`config.mk`:
```
export PLATFORM = sky130hd
export DESIGN_NAME = odip_top
export DESIGN_NICKNAME = d
export VERILOG_FILES = /design/src/core/odip_pkg.sv /design/src/core/odip_top.sv /design/src/core/odip_channel.sv
export SDC_FILE = /design/constraint.sdc
export NUM_CORES = 1
export LEC_CHECK = 0
export BUFFER_PORTS_ARGS = -buffer_cell sky130_fd_sc_hd__buf_2
export CAP_MARGIN = 20
export CORE_MARGIN = 1
export CORE_UTILIZATION = 45
export DETAILED_ROUTE_END_ITERATION = 6
export GPL_ROUTABILITY_DRIVEN = 0
export PLACE_DENSITY = 0.58
export SLEW_MARGIN = 5
export SYNTH_ARGS = -nofsm -noshare
export SYNTH_HDL_FRONTEND = slang
export SYNTH_SLANG_ARGS = --single-unit
```
`constraint.sdc`:
```
create_clock -name CLK -period 33.6 [get_ports CLK]
set_input_delay 10.08 -clock CLK [delete_from_list [all_inputs] [get_ports CLK]]
set_output_delay 10.08 -clock CLK [all_outputs]
set_load 0.005 [all_outputs]
```
`src/core/odip_pkg.sv`:
```
// package: constants, types and register map of the octal digital input packer
package odip_pkg;
    localparam int          NUM_CH          = 8;
    localparam int          CLK_HZ          = 50_000_000;
    localparam int          CYCLE_US        = 6500;
    localparam int          CYCLE_CLKS      = (CLK_HZ / 1_000_000) * CYCLE_US;
    localparam int          MS_US           = 1000;
    localparam int          MS_CLKS         = (CLK_HZ / 1_000_000) * MS_US;
    localparam int          MAX_IN_HZ       = 50;
    localparam int          MAX_BYTES       = 8;
    // register word offsets (byte addresses)
    localparam logic [7:0]  ADDR_CTRL       = 8'h00;
    localparam logic [7:0]  ADDR_SUPV       = 8'h04;
    localparam logic [7:0]  ADDR_NEG        = 8'h08;
    localparam logic [7:0]  ADDR_SUBST      = 8'h0c;
    localparam logic [7:0]  ADDR_EMODE      = 8'h10;
    localparam logic [7:0]  ADDR_ONDLY      = 8'h14;
    localparam logic [7:0]  ADDR_OFFDLY     = 8'h18;
    localparam logic [7:0]  ADDR_IMAGE      = 8'h1c;
    localparam logic [7:0]  ADDR_STAT       = 8'h20;
    localparam logic [7:0]  ADDR_IRQ_ST     = 8'h24;
    localparam logic [7:0]  ADDR_IRQ_MSK    = 8'h28;
    // control register fields
    localparam int          CTRL_CODE_LSB   = 0;
    localparam int          CTRL_WORD_BIT   = 8;
    localparam int          CTRL_ACTIVE_BIT = 9;
    localparam int          CTRL_MATCH_BIT  = 10;
    // layout selection codes
    localparam logic [7:0]  CODE_STANDARD   = 8'h11;
    localparam logic [7:0]  CODE_TWO        = 8'h31;
    localparam logic [7:0]  CODE_FOUR       = 8'h33;
    localparam logic [7:0]  CODE_EIGHT      = 8'h37;
    localparam logic [3:0]  NBYTES_TWO      = 4'h2;
    localparam logic [3:0]  NBYTES_FOUR     = 4'h4;
    localparam logic [3:0]  NBYTES_EIGHT    = 4'h8;
    localparam logic [3:0]  NBYTES_NONE     = 4'h0;
    localparam logic [31:0] ZERO_WORD       = 32'h0000_0000;
    // interrupt status bits
    localparam int          IRQ_FRAME_BIT   = 0;
    localparam int          IRQ_FAULT_BIT   = 1;
    localparam int          IRQ_CFGERR_BIT  = 2;

    typedef enum logic [1:0] {
        EM_CURRENT    = 2'b00,
        EM_SUBSTITUTE = 2'b01,
        EM_LAST_VALID = 2'b10
    } odip_emode_t;

    typedef enum logic [1:0] {
        TX_IDLE = 2'b00,
        TX_SEND = 2'b01
    } odip_tx_state_t;

    // one channel's configuration
    typedef struct packed {
        logic        supv_en;
        logic        negate;
        logic        subst_val;
        odip_emode_t emode;
        logic [7:0]  on_dly_ms;
        logic [7:0]  off_dly_ms;
    } odip_ch_cfg_t;

    // one channel's result
    typedef struct packed {
        logic status;
        logic fault;
    } odip_ch_out_t;
endpackage : odip_pkg

```
`src/core/odip_top.sv`:
```
// octal digital input packer: channels, input image and Wishbone registers
//
// Notes on behaviour
// - eight independent channels, each giving a status and a line-fault bit
// - input changes up to 50 Hz are followed without loss
// - image is sent to the com unit every 6.5 ms, only while the code is valid and the configuration matches
// - off delay, one per channel pair (1/5, 2/6, 3/7, 4/8), holds back one-to-zero changes
// - in word mode high byte of each word goes first, else ascending
// - byte 1: channels 5-8, status on even bits, fault on odd bits
// - byte 2: channels 1-4 in the same interleaved pattern
// - fault bit is 0 while line healthy, 1 while fault seen
// - code selects image size: 11/31 two bytes, 33 four, 37 eight
// - output bytes of codes 31/33/37 are ignored; code 11 has none
// - supervision detects break and short, enabled per channel
// - active inputs only when the com unit option is set
// - configuration mismatch with master blocks cyclic exchange
// - on delay, one per channel pair (1/5, 2/6, 3/7, 4/8), suppresses short zero-to-one pulses
// - negation reports the complement of the sensed input
// - on fault the error mode gives current, substitute or last value
`timescale 1ns/1ns
module odip_top
    import odip_pkg::*;
#(
    parameter int PERIOD_CLKS  = CYCLE_CLKS, // clocks per image period
    parameter int MS_TICK_CLKS = MS_CLKS     // clocks per delay tick
) (
    input  wire logic              CLK,        // 50 MHz clock
    input  wire logic              SYS_RST,    // async reset, active high
    input  wire logic [7:0]        FIELD_IN,   // sensed field levels
    input  wire logic [7:0]        LINE_ERR,   // front-end break/short flags
    input  wire logic [7:0]        ACTIVE_SEL, // channels wired as active inputs
    input  wire logic              WB_CYC_I,   // wishbone cycle
    input  wire logic              WB_STB_I,   // wishbone strobe
    input  wire logic              WB_WE_I,    // wishbone write enable
    input  wire logic [7:0]        WB_ADR_I,   // wishbone byte address
    input  wire logic [3:0]        WB_SEL_I,   // wishbone byte selects
    input  wire logic [31:0]       WB_DAT_I,   // wishbone write data
    output logic [31:0]            WB_DAT_O,   // wishbone read data
    output logic                   WB_ACK_O,   // wishbone acknowledge
    output logic                   WB_ERR_O,   // wishbone error, unmapped
    output logic [7:0]             TX_DATA,    // byte to com unit
    output logic                   TX_VALID,   // byte valid strobe
    output logic                   TX_FIRST,   // first byte of an image
    output logic                   TX_LAST,    // last byte of an image
    input  wire logic              TX_READY,   // com unit accepts byte
    input  wire logic [7:0]        RX_DATA,    // output byte from com unit
    input  wire logic              RX_VALID,   // output byte strobe
    output logic                   IRQ         // level interrupt
);
    // =========================================================
    // registers
    // =========================================================
    logic [31:0]    ctrl_reg;
    logic [7:0]     supv_reg;
    logic [7:0]     neg_reg;
    logic [7:0]     subst_reg;
    logic [15:0]    emode_reg;
    logic [63:0]    ondly_reg;
    logic [63:0]    offdly_reg;
    logic [2:0]     irq_st_reg;
    logic [2:0]     irq_msk_reg;
    logic           ack_reg;
    logic           err_reg;
    logic [31:0]    rdata_reg;
    logic [15:0]    image_reg;
    logic [7:0]     prev_fault_reg;
    logic [31:0]    tick_reg;
    logic [15:0]    ms_reg;
    logic [3:0]     idx_reg;
    odip_tx_state_t state_reg;

    odip_ch_out_t   ch_res [NUM_CH];
    logic [7:0]     ch_status;
    logic [7:0]     ch_fault;

    // =========================================================
    // bus decode
    // =========================================================
    wire        req      = WB_CYC_I & WB_STB_I & ~ack_reg & ~err_reg;
    wire        wr       = req & WB_WE_I;
    wire        rd       = req & ~WB_WE_I;
    wire        hit_ctrl = WB_ADR_I == ADDR_CTRL;
    wire        hit_supv = WB_ADR_I == ADDR_SUPV;
    wire        hit_neg  = WB_ADR_I == ADDR_NEG;
    wire        hit_sub  = WB_ADR_I == ADDR_SUBST;
    wire        hit_em   = WB_ADR_I == ADDR_EMODE;
    wire        hit_on   = WB_ADR_I == ADDR_ONDLY;
    wire        hit_off  = WB_ADR_I == ADDR_OFFDLY;
    wire        hit_img  = WB_ADR_I == ADDR_IMAGE;
    wire        hit_stat = WB_ADR_I == ADDR_STAT;
    wire        hit_ist  = WB_ADR_I == ADDR_IRQ_ST;
    wire        hit_msk  = WB_ADR_I == ADDR_IRQ_MSK;
    wire        hit_any  = hit_ctrl | hit_supv | hit_neg | hit_sub | hit_em | hit_on |
                           hit_off | hit_img | hit_stat | hit_ist | hit_msk;
    wire [31:0] bmask    = {{8{WB_SEL_I[3]}}, {8{WB_SEL_I[2]}},
                            {8{WB_SEL_I[1]}}, {8{WB_SEL_I[0]}}};
    // one delay word serves channels 1-4; channels 5-8 mirror the same bytes
    wire [31:0] wmerge_ctrl = (ctrl_reg & ~bmask) | (WB_DAT_I & bmask);

    wire [7:0]  code       = ctrl_reg[CTRL_CODE_LSB +: 8];
    wire        word_mode  = ctrl_reg[CTRL_WORD_BIT];
    wire        allow_act  = ctrl_reg[CTRL_ACTIVE_BIT];
    wire        cfg_match  = ctrl_reg[CTRL_MATCH_BIT];
    wire        code_ok    = code == CODE_STANDARD | code == CODE_TWO |
                             code == CODE_FOUR | code == CODE_EIGHT;
    // image size per code; unknown code sends nothing
    wire [3:0]  nbytes     = (code == CODE_EIGHT) ? NBYTES_EIGHT :
                             (code == CODE_FOUR)  ? NBYTES_FOUR  :
                             code_ok              ? NBYTES_TWO   : NBYTES_NONE;
    // cyclic exchange only while master and station configuration agree
    wire        run        = cfg_match & code_ok;

    // =========================================================
    // channels
    // =========================================================
    wire ms_tick = ms_reg == 16'(MS_TICK_CLKS - 1);

    genvar g;
    generate
        for (g = 0; g < NUM_CH; g++) begin : g_ch
            odip_ch_cfg_t cfg;
            assign cfg = '{supv_en: supv_reg[g], negate: neg_reg[g], subst_val: subst_reg[g],
                           emode: odip_emode_t'(emode_reg[2*g +: 2]),
                           on_dly_ms: ondly_reg[8*g +: 8], off_dly_ms: offdly_reg[8*g +: 8]};
            odip_channel u_ch (
                .clk          (CLK),
                .rst          (SYS_RST),
                .ms_tick      (ms_tick),
                .raw_in       (FIELD_IN[g]),
                .line_err     (LINE_ERR[g]),
                .allow_active (allow_act),
                .active_sel   (ACTIVE_SEL[g]),
                .cfg          (cfg),
                .res          (ch_res[g])
            );
            assign ch_status[g] = ch_res[g].status;
            assign ch_fault[g]  = ch_res[g].fault;
        end
    endgenerate

    // =========================================================
    // input image
    // =========================================================
    // byte 1 carries channels 5-8, byte 2 channels 1-4, status then fault
    wire [7:0] byte1 = {ch_fault[7], ch_status[7], ch_fault[6], ch_status[6],
                        ch_fault[5], ch_status[5], ch_fault[4], ch_status[4]};
    wire [7:0] byte2 = {ch_fault[3], ch_status[3], ch_fault[2], ch_status[2],
                        ch_fault[1], ch_status[1], ch_fault[0], ch_status[0]};

    // word mode swaps each byte pair so the high byte (byte 2) goes first
    wire [3:0] send_idx  = word_mode ? {idx_reg[3:1], ~idx_reg[0]} : idx_reg;
    wire [7:0] send_byte = (send_idx == 4'h0) ? image_reg[15:8] :
                           (send_idx == 4'h1) ? image_reg[7:0]  : 8'h00;
    wire       last_byte = idx_reg == nbytes - 4'h1;
    wire       period    = tick_reg == 32'(PERIOD_CLKS - 1);
    wire       new_fault = |(ch_fault & ~prev_fault_reg);

    // =========================================================
    // transmit state machine
    // =========================================================
    always_ff @(posedge CLK or posedge SYS_RST) begin
        if (SYS_RST) begin
            tick_reg  <= ZERO_WORD;
            ms_reg    <= 16'h0000;
            state_reg <= TX_IDLE;
            idx_reg   <= 4'h0;
            image_reg <= 16'h0000;
        end else begin
            tick_reg <= period ? ZERO_WORD : tick_reg + 32'h0000_0001;
            ms_reg   <= ms_tick ? 16'h0000 : ms_reg + 16'h0001;
            unique case (state_reg)
                TX_IDLE: begin
                    if (period && run && nbytes != NBYTES_NONE) begin
                        image_reg <= {byte1, byte2};
                        idx_reg   <= 4'h0;
                        state_reg <= TX_SEND;
                    end
                end
                TX_SEND: begin
                    if (TX_READY) begin
                        idx_reg <= idx_reg + 4'h1;
                        if (last_byte) begin
                            state_reg <= TX_IDLE;
                        end
                    end
                end
            endcase
        end
    end

    assign TX_VALID = state_reg == TX_SEND;
    assign TX_DATA  = send_byte;
    assign TX_FIRST = TX_VALID & (idx_reg == 4'h0);
    assign TX_LAST  = TX_VALID & last_byte;
    // output bytes from the com unit are accepted and discarded
    wire rx_unused = RX_VALID & |RX_DATA;

    // =========================================================
    // register access and interrupts
    // =========================================================
    wire [2:0] irq_ev = {~run, new_fault, TX_LAST & TX_READY};
    wire       rd_ist = rd & hit_ist;

    always_comb begin
        WB_DAT_O = rdata_reg;
    end

    always_ff @(posedge CLK or posedge SYS_RST) begin
        if (SYS_RST) begin
            ctrl_reg       <= ZERO_WORD;
            supv_reg       <= 8'h00;
            neg_reg        <= 8'h00;
            subst_reg      <= 8'h00;
            emode_reg      <= 16'h0000;
            ondly_reg      <= 64'h0000_0000_0000_0000;
            offdly_reg     <= 64'h0000_0000_0000_0000;
            irq_st_reg     <= 3'b000;
            irq_msk_reg    <= 3'b000;
            ack_reg        <= 1'b0;
            err_reg        <= 1'b0;
            rdata_reg      <= ZERO_WORD;
            prev_fault_reg <= 8'h00;
        end else begin
            ack_reg        <= req & hit_any;
            err_reg        <= req & ~hit_any;
            prev_fault_reg <= ch_fault;
            // a new event wins over the clearing read
            irq_st_reg     <= (rd_ist ? 3'b000 : irq_st_reg) | irq_ev;
            if (wr && hit_ctrl) ctrl_reg <= wmerge_ctrl;
            if (wr && hit_supv && WB_SEL_I[0]) supv_reg <= WB_DAT_I[7:0];
            if (wr && hit_neg && WB_SEL_I[0]) neg_reg <= WB_DAT_I[7:0];
            if (wr && hit_sub && WB_SEL_I[0]) subst_reg <= WB_DAT_I[7:0];
            if (wr && hit_em) emode_reg <= WB_DAT_I[15:0];
            if (wr && hit_on) ondly_reg <= {WB_DAT_I, WB_DAT_I};
            if (wr && hit_off) offdly_reg <= {WB_DAT_I, WB_DAT_I};
            if (wr && hit_msk && WB_SEL_I[0]) irq_msk_reg <= WB_DAT_I[2:0];
            // writes and unmapped requests answer with zero data
            rdata_reg <= !req ? rdata_reg :
                         wr ? ZERO_WORD :
                         hit_ctrl ? ctrl_reg :
                         hit_supv ? {24'h00_0000, supv_reg} :
                         hit_neg  ? {24'h00_0000, neg_reg} :
                         hit_sub  ? {24'h00_0000, subst_reg} :
                         hit_em   ? {16'h0000, emode_reg} :
                         hit_on   ? ondly_reg[31:0] :
                         hit_off  ? offdly_reg[31:0] :
                         hit_img  ? {16'h0000, byte1, byte2} :
                         hit_stat ? {16'h0000, ch_fault, ch_status} :
                         hit_ist  ? {29'h0000_0000, irq_st_reg} :
                         hit_msk  ? {29'h0000_0000, irq_msk_reg} : ZERO_WORD;
        end
    end

    assign WB_ACK_O = ack_reg;
    assign WB_ERR_O = err_reg;
    assign IRQ      = |(irq_st_reg & irq_msk_reg);
endmodule : odip_top

```
`src/core/odip_channel.sv`:
```
// one input channel: supervision, on/off delay, negation and error mode
`timescale 1ns/1ns
module odip_channel
    import odip_pkg::*;
(
    input  wire logic         clk,      // module clock
    input  wire logic         rst,      // async reset, active high
    input  wire logic         ms_tick,  // one-cycle pulse each millisecond
    input  wire logic         raw_in,   // sensed field level
    input  wire logic         line_err, // front end reports break or short
    input  wire logic         allow_active, // active inputs allowed
    input  wire logic         active_sel,   // channel wired as active input
    input  wire odip_ch_cfg_t cfg,      // channel configuration
    output odip_ch_out_t      res       // packed status and fault
);
    logic       filt_reg;
    logic       filt_next;
    logic [7:0] cnt_reg;
    logic [7:0] cnt_next;
    logic       last_reg;
    logic       fault_reg;

    // active wiring without the option is treated as a line error
    wire        active_bad = active_sel & ~allow_active;
    // active wiring only meaningful with supervision off
    wire        sup_on     = cfg.supv_en & ~active_sel;
    wire        fault      = (sup_on & line_err) | active_bad;
    wire        differs    = raw_in != filt_reg;
    wire [7:0]  dly        = raw_in ? cfg.on_dly_ms : cfg.off_dly_ms;
    wire        expire     = differs & (cnt_reg >= dly);
    wire        logical    = filt_reg ^ cfg.negate;

    // delays are counted on the ms tick; a zero delay follows in one cycle
    assign filt_next = expire ? raw_in : filt_reg;
    assign cnt_next  = !differs || expire ? 8'h00 :
                       (ms_tick && cnt_reg != 8'hff) ? cnt_reg + 8'h01 : cnt_reg;

    always_ff @(posedge clk or posedge rst) begin
        if (rst) begin
            filt_reg  <= 1'b0;
            cnt_reg   <= 8'h00;
            last_reg  <= 1'b0;
            fault_reg <= 1'b0;
        end else begin
            filt_reg  <= filt_next;
            cnt_reg   <= cnt_next;
            fault_reg <= fault;
            if (!fault) begin
                last_reg <= logical;
            end
        end
    end

    // error mode chooses what stands for the status during a fault
    always_comb begin
        res.fault  = fault_reg;
        res.status = logical;
        if (fault_reg) begin
            unique case (cfg.emode)
                EM_SUBSTITUTE: res.status = cfg.subst_val;
                EM_LAST_VALID: res.status = last_reg;
                default:       res.status = logical;
            endcase
        end
    end
endmodule : odip_channel

```
==> flow_metrics.env <==
export IMPL_ys_warn_count=0
export IMPL_first_global_vias=13200
export IMPL_cpMaxStageDelayCell="sky130_fd_sc_hd__nor4_1"
export IMPL_crit_path_max_fanout=3
export IMPL_cts_max_level=2
export IMPL_grt_first_pass_wirelength_mm=77.4
export IMPL_timing_final_hold_violations=0
export IMPL_timing_final_crit_period_ps=12950
export IMPL_cell_chosen_for_the_clock_root="sky130_fd_sc_hd__clkbuf_16"
export IMPL_antenna_found_initial=8
export IMPL_ctsResizeCount=0
export IMPL_layout_drive_gt1_share_pct=21.8
export IMPL_drt_pass1_iter_count=7
export IMPL_global_route_overflow_total=0
export IMPL_async_flop_share_pct=100
export IMPL_via_per_instance_ratio=5.72
export IMPL_synth_top_flop_cell="sky130_fd_sc_hd__dfrtp_1"
export IMPL_worst_endpoint_arrival_ps=2870
export IMPL_post_synth_instance_area_um2=18400
export IMPL_hold_path_class="flip-flop to flip-flop"
export IMPL_timing_critical_path_to_type="primary output"
export IMPL_power_per_cell_area_nw_per_um2=44.6
export IMPL_max_cap_viol_count=0
export IMPL_worst_pin_slew_ps=1120
export IMPL_numClockSinks=341
export IMPL_timing_max_transition_violations_final=0
export IMPL_cp_required_ps=23520
export IMPL_finalCoreUtilization_pct=52.1
export IMPL_wl_per_cell_um=21.5
export IMPL_dp_slack_ps=20550
export IMPL_ant_nets=0
export IMPL_place_detailed_instances=2257
export IMPL_wirelength_mm=50.0
export IMPL_number_of_flip_flops_in_the_largest_register=64
export IMPL_die_height_um=204
export IMPL_die_area_um2=41600
export IMPL_vdd_ir_drop_worst_mv=0.0309
export IMPL_drc=0
export IMPL_portBuffers=119
export IMPL_cts_setup_buffers=0
export IMPL_setup_worst_path_start_class="flip-flop"
export IMPL_postSynthCellCount=1658
export IMPL_synth_seq_area_share_pct=46.4
export IMPL_yosys_top_cells_area="sky130_fd_sc_hd__dfrtp_1 46%, sky130_fd_sc_hd__mux2_2 8.5%, sky130_fd_sc_hd__ha_1 6.4%"
export IMPL_status="completed"
export IMPL_syn_area_per_cell_um2=11.1
export IMPL_netlist_cell_type_count=77
export IMPL_detailedRoute_firstIterationViolations=955
export IMPL_crit_path_max_incr_delay_ps=490
export IMPL_std_cell_rows=73
export IMPL_clock_input_transition_at_the_sequential_cells_of_the_worst_setup_and_hold_paths_ps=60
export IMPL_vias=13300
export IMPL_finalSetupViolations=0
export IMPL_cells_along_the_critical_path="nand4bb_1 -> nor4_1 -> inv_1 -> ha_1 -> xor2_1 -> nand3_1 -> nor3_1 -> buf_2"
export IMPL_yosys_top_cells_count="341 x sky130_fd_sc_hd__dfrtp_1, 143 x sky130_fd_sc_hd__nor2_1, 138 x sky130_fd_sc_hd__mux2_2, 113 x sky130_fd_sc_hd__nand2_1, 94 x sky130_fd_sc_hd__ha_1"
export IMPL_power_mw=0.930
export IMPL_final_cell_count_no_fill=2332
export IMPL_yosysTopAreaCell="sky130_fd_sc_hd__dfrtp_1"
export IMPL_synth_enable_flop_cells=0
export IMPL_path_class="flip-flop to primary output"
export IMPL_cts_hold_buffers=0
export IMPL_slew_limit_headroom_pct=24.5
export IMPL_final_setup_tns_ps=0
export IMPL_post_synth_top_count_cell="sky130_fd_sc_hd__dfrtp_1"
export IMPL_tritoncts="done"
export IMPL_ioPinCount=129
export IMPL_power_leakage_nw=9.69
export IMPL_detailed_place_hpwl_mm=35.6
export IMPL_fin_skew_ps=23.4
export IMPL_grt_setup_unrepaired="no"
export IMPL_ctsLongestPathBuffers=3
export IMPL_area_growth_syn_to_layout_pct=13.5
export IMPL_fin_crit_sh_pct=38.5
export IMPL_worst_path_setup_slack_after_routing_ps=20650
export IMPL_die_x_um=204
export IMPL_fillCellCount=3561
export IMPL_finalNetCount=1951
export IMPL_tritoncts_num_buffers=39
export IMPL_synthDominantCellAreaShare_pct=46.4
export IMPL_synth_ff_latch_count=341
export IMPL_grt_start_max_net_pins=129
export IMPL_placeableCoreArea_um2=40000
export IMPL_mappedNetlistNets=1835
export IMPL_grt_use_total_pct=24.3
export IMPL_top_achievable_clock_speed_mhz=77.2
export IMPL_floorplan_initialDensity_pct=45.9
export IMPL_clk_insertion_delay_late_ps=570
==> power by group <==
part | internal, mW | switching (mW)
clock network | 0.280 | 0.178
registers | 0.416 | 0.00558
logic | 0.0174 | 0.0339
total | 0.713 | 0.217
==> worst max-delay path, delay by kind of cell, from the launching register on <==
family | cells | cell delay (ps)
flip-flops | 1 | 400
AND/OR/NAND/NOR | 4 | 1120
adder cells (fa/ha/maj) | 1 | 330
buffers and inverters | 2 | 320
XOR/XNOR | 1 | 140
==> metrics by stage <==
step | instance area (µm²) | hold WS, ps
after floorplan | 18400 | 367
final | 20900 | 411
after CTS | 20800 | 407
after global placement | 19400 | 387
after detailed placement | 19400 | 400
after global routing | 20800 | 424
==> cell families (layout without fill, tap and decap cells) <==
family	count (synthesis)	count (layout)	share of synthesized area, %
other	0	3	0
buffers and inverters	108	254	2.66
muxes	251	251	15.5
AOI/OAI and AO/OA	259	259	9.74
xor gates and xnor gates	122	122	5.82
and+or+nand+nor	483	483	13.4
adders and majority gates	94	94	6.40
DFF	341	341	46.4
==> routing by layer <==
metal	wire, µm	GRT usage, %	vias up
met3	3400	5.82	103
met2	22600	37.6	383
met5	65	0	-
li1	-	-	6252
met4	1720	9.59	10
met1	22300	32.9	6586
==> worst paths after layout <==
kind,startpoint,to,slack [ps],depth (start not counted)
worst max-delay path,flip-flop,TX_LAST,20650,8
worst min-delay path,g_ch[7].u_ch.fault_reg,prev_fault_reg[7],410,0
worst max register to register,WB_ACK_O,ondly_reg[57],30540,5
worst min register to register,g_ch[7].u_ch.fault_reg,prev_fault_reg[7],410,0
max in group asynchronous,SYS_RST,g_ch[3].u_ch.cnt_reg[1],21600,4
min in group asynchronous,SYS_RST,g_ch[4].u_ch.cnt_reg[3],9720,2
==> layout by cell type (no fill, tap or decap), types with 8 or more instances in the layout <==
master	instances
sky130_fd_sc_hd__a22o_1	19
sky130_fd_sc_hd__nand2_1	113
sky130_fd_sc_hd__nor2_1	143
sky130_fd_sc_hd__a21o_1	13
sky130_fd_sc_hd__buf_2	119
sky130_fd_sc_hd__nor2b_1	9
sky130_fd_sc_hd__and3_1	27
sky130_fd_sc_hd__a31oi_1	8
sky130_fd_sc_hd__o21ai_0	57
sky130_fd_sc_hd__and4_1	9
sky130_fd_sc_hd__a211o_1	8
sky130_fd_sc_hd__clkbuf_8	8
sky130_fd_sc_hd__nand3_1	65
sky130_fd_sc_hd__mux2_4	30
sky130_fd_sc_hd__buf_4	8
sky130_fd_sc_hd__clkbuf_1	9
sky130_fd_sc_hd__o21ai_1	15
sky130_fd_sc_hd__inv_1	52
sky130_fd_sc_hd__xor2_1	66
sky130_fd_sc_hd__mux2_2	138
sky130_fd_sc_hd__xnor2_1	56
sky130_fd_sc_hd__o22ai_1	9
sky130_fd_sc_hd__nand2b_1	19
sky130_fd_sc_hd__clkbuf_16	39
sky130_fd_sc_hd__ha_1	94
sky130_fd_sc_hd__a222oi_1	16
sky130_fd_sc_hd__dfrtp_1	341
sky130_fd_sc_hd__nor3_1	16
sky130_fd_sc_hd__o2111ai_1	12
sky130_fd_sc_hd__a21oi_1	42
sky130_fd_sc_hd__nand4_1	26
sky130_fd_sc_hd__mux2i_1	78
sky130_fd_sc_hd__a22oi_1	22
==> area by class of cell <==
| cell class | count | area (µm²) | share of cell area (%) |
|---|---|---|---|
| well taps | 525 | 657 | 3.15 |
| clock buffers | 56 | 1120 | 5.37 |
| diodes | 3 | 7.51 | 0.0360 |
| inverters | 54 | 210 | 1.01 |
| repair buffers | 129 | 711 | 3.41 |
| clock inverters | 15 | 262 | 1.25 |
| multi-input cells | 1209 | 9350 | 44.8 |
| flip-flops and latches | 341 | 8530 | 40.9 |
Power figures use the tool's default switching activity.
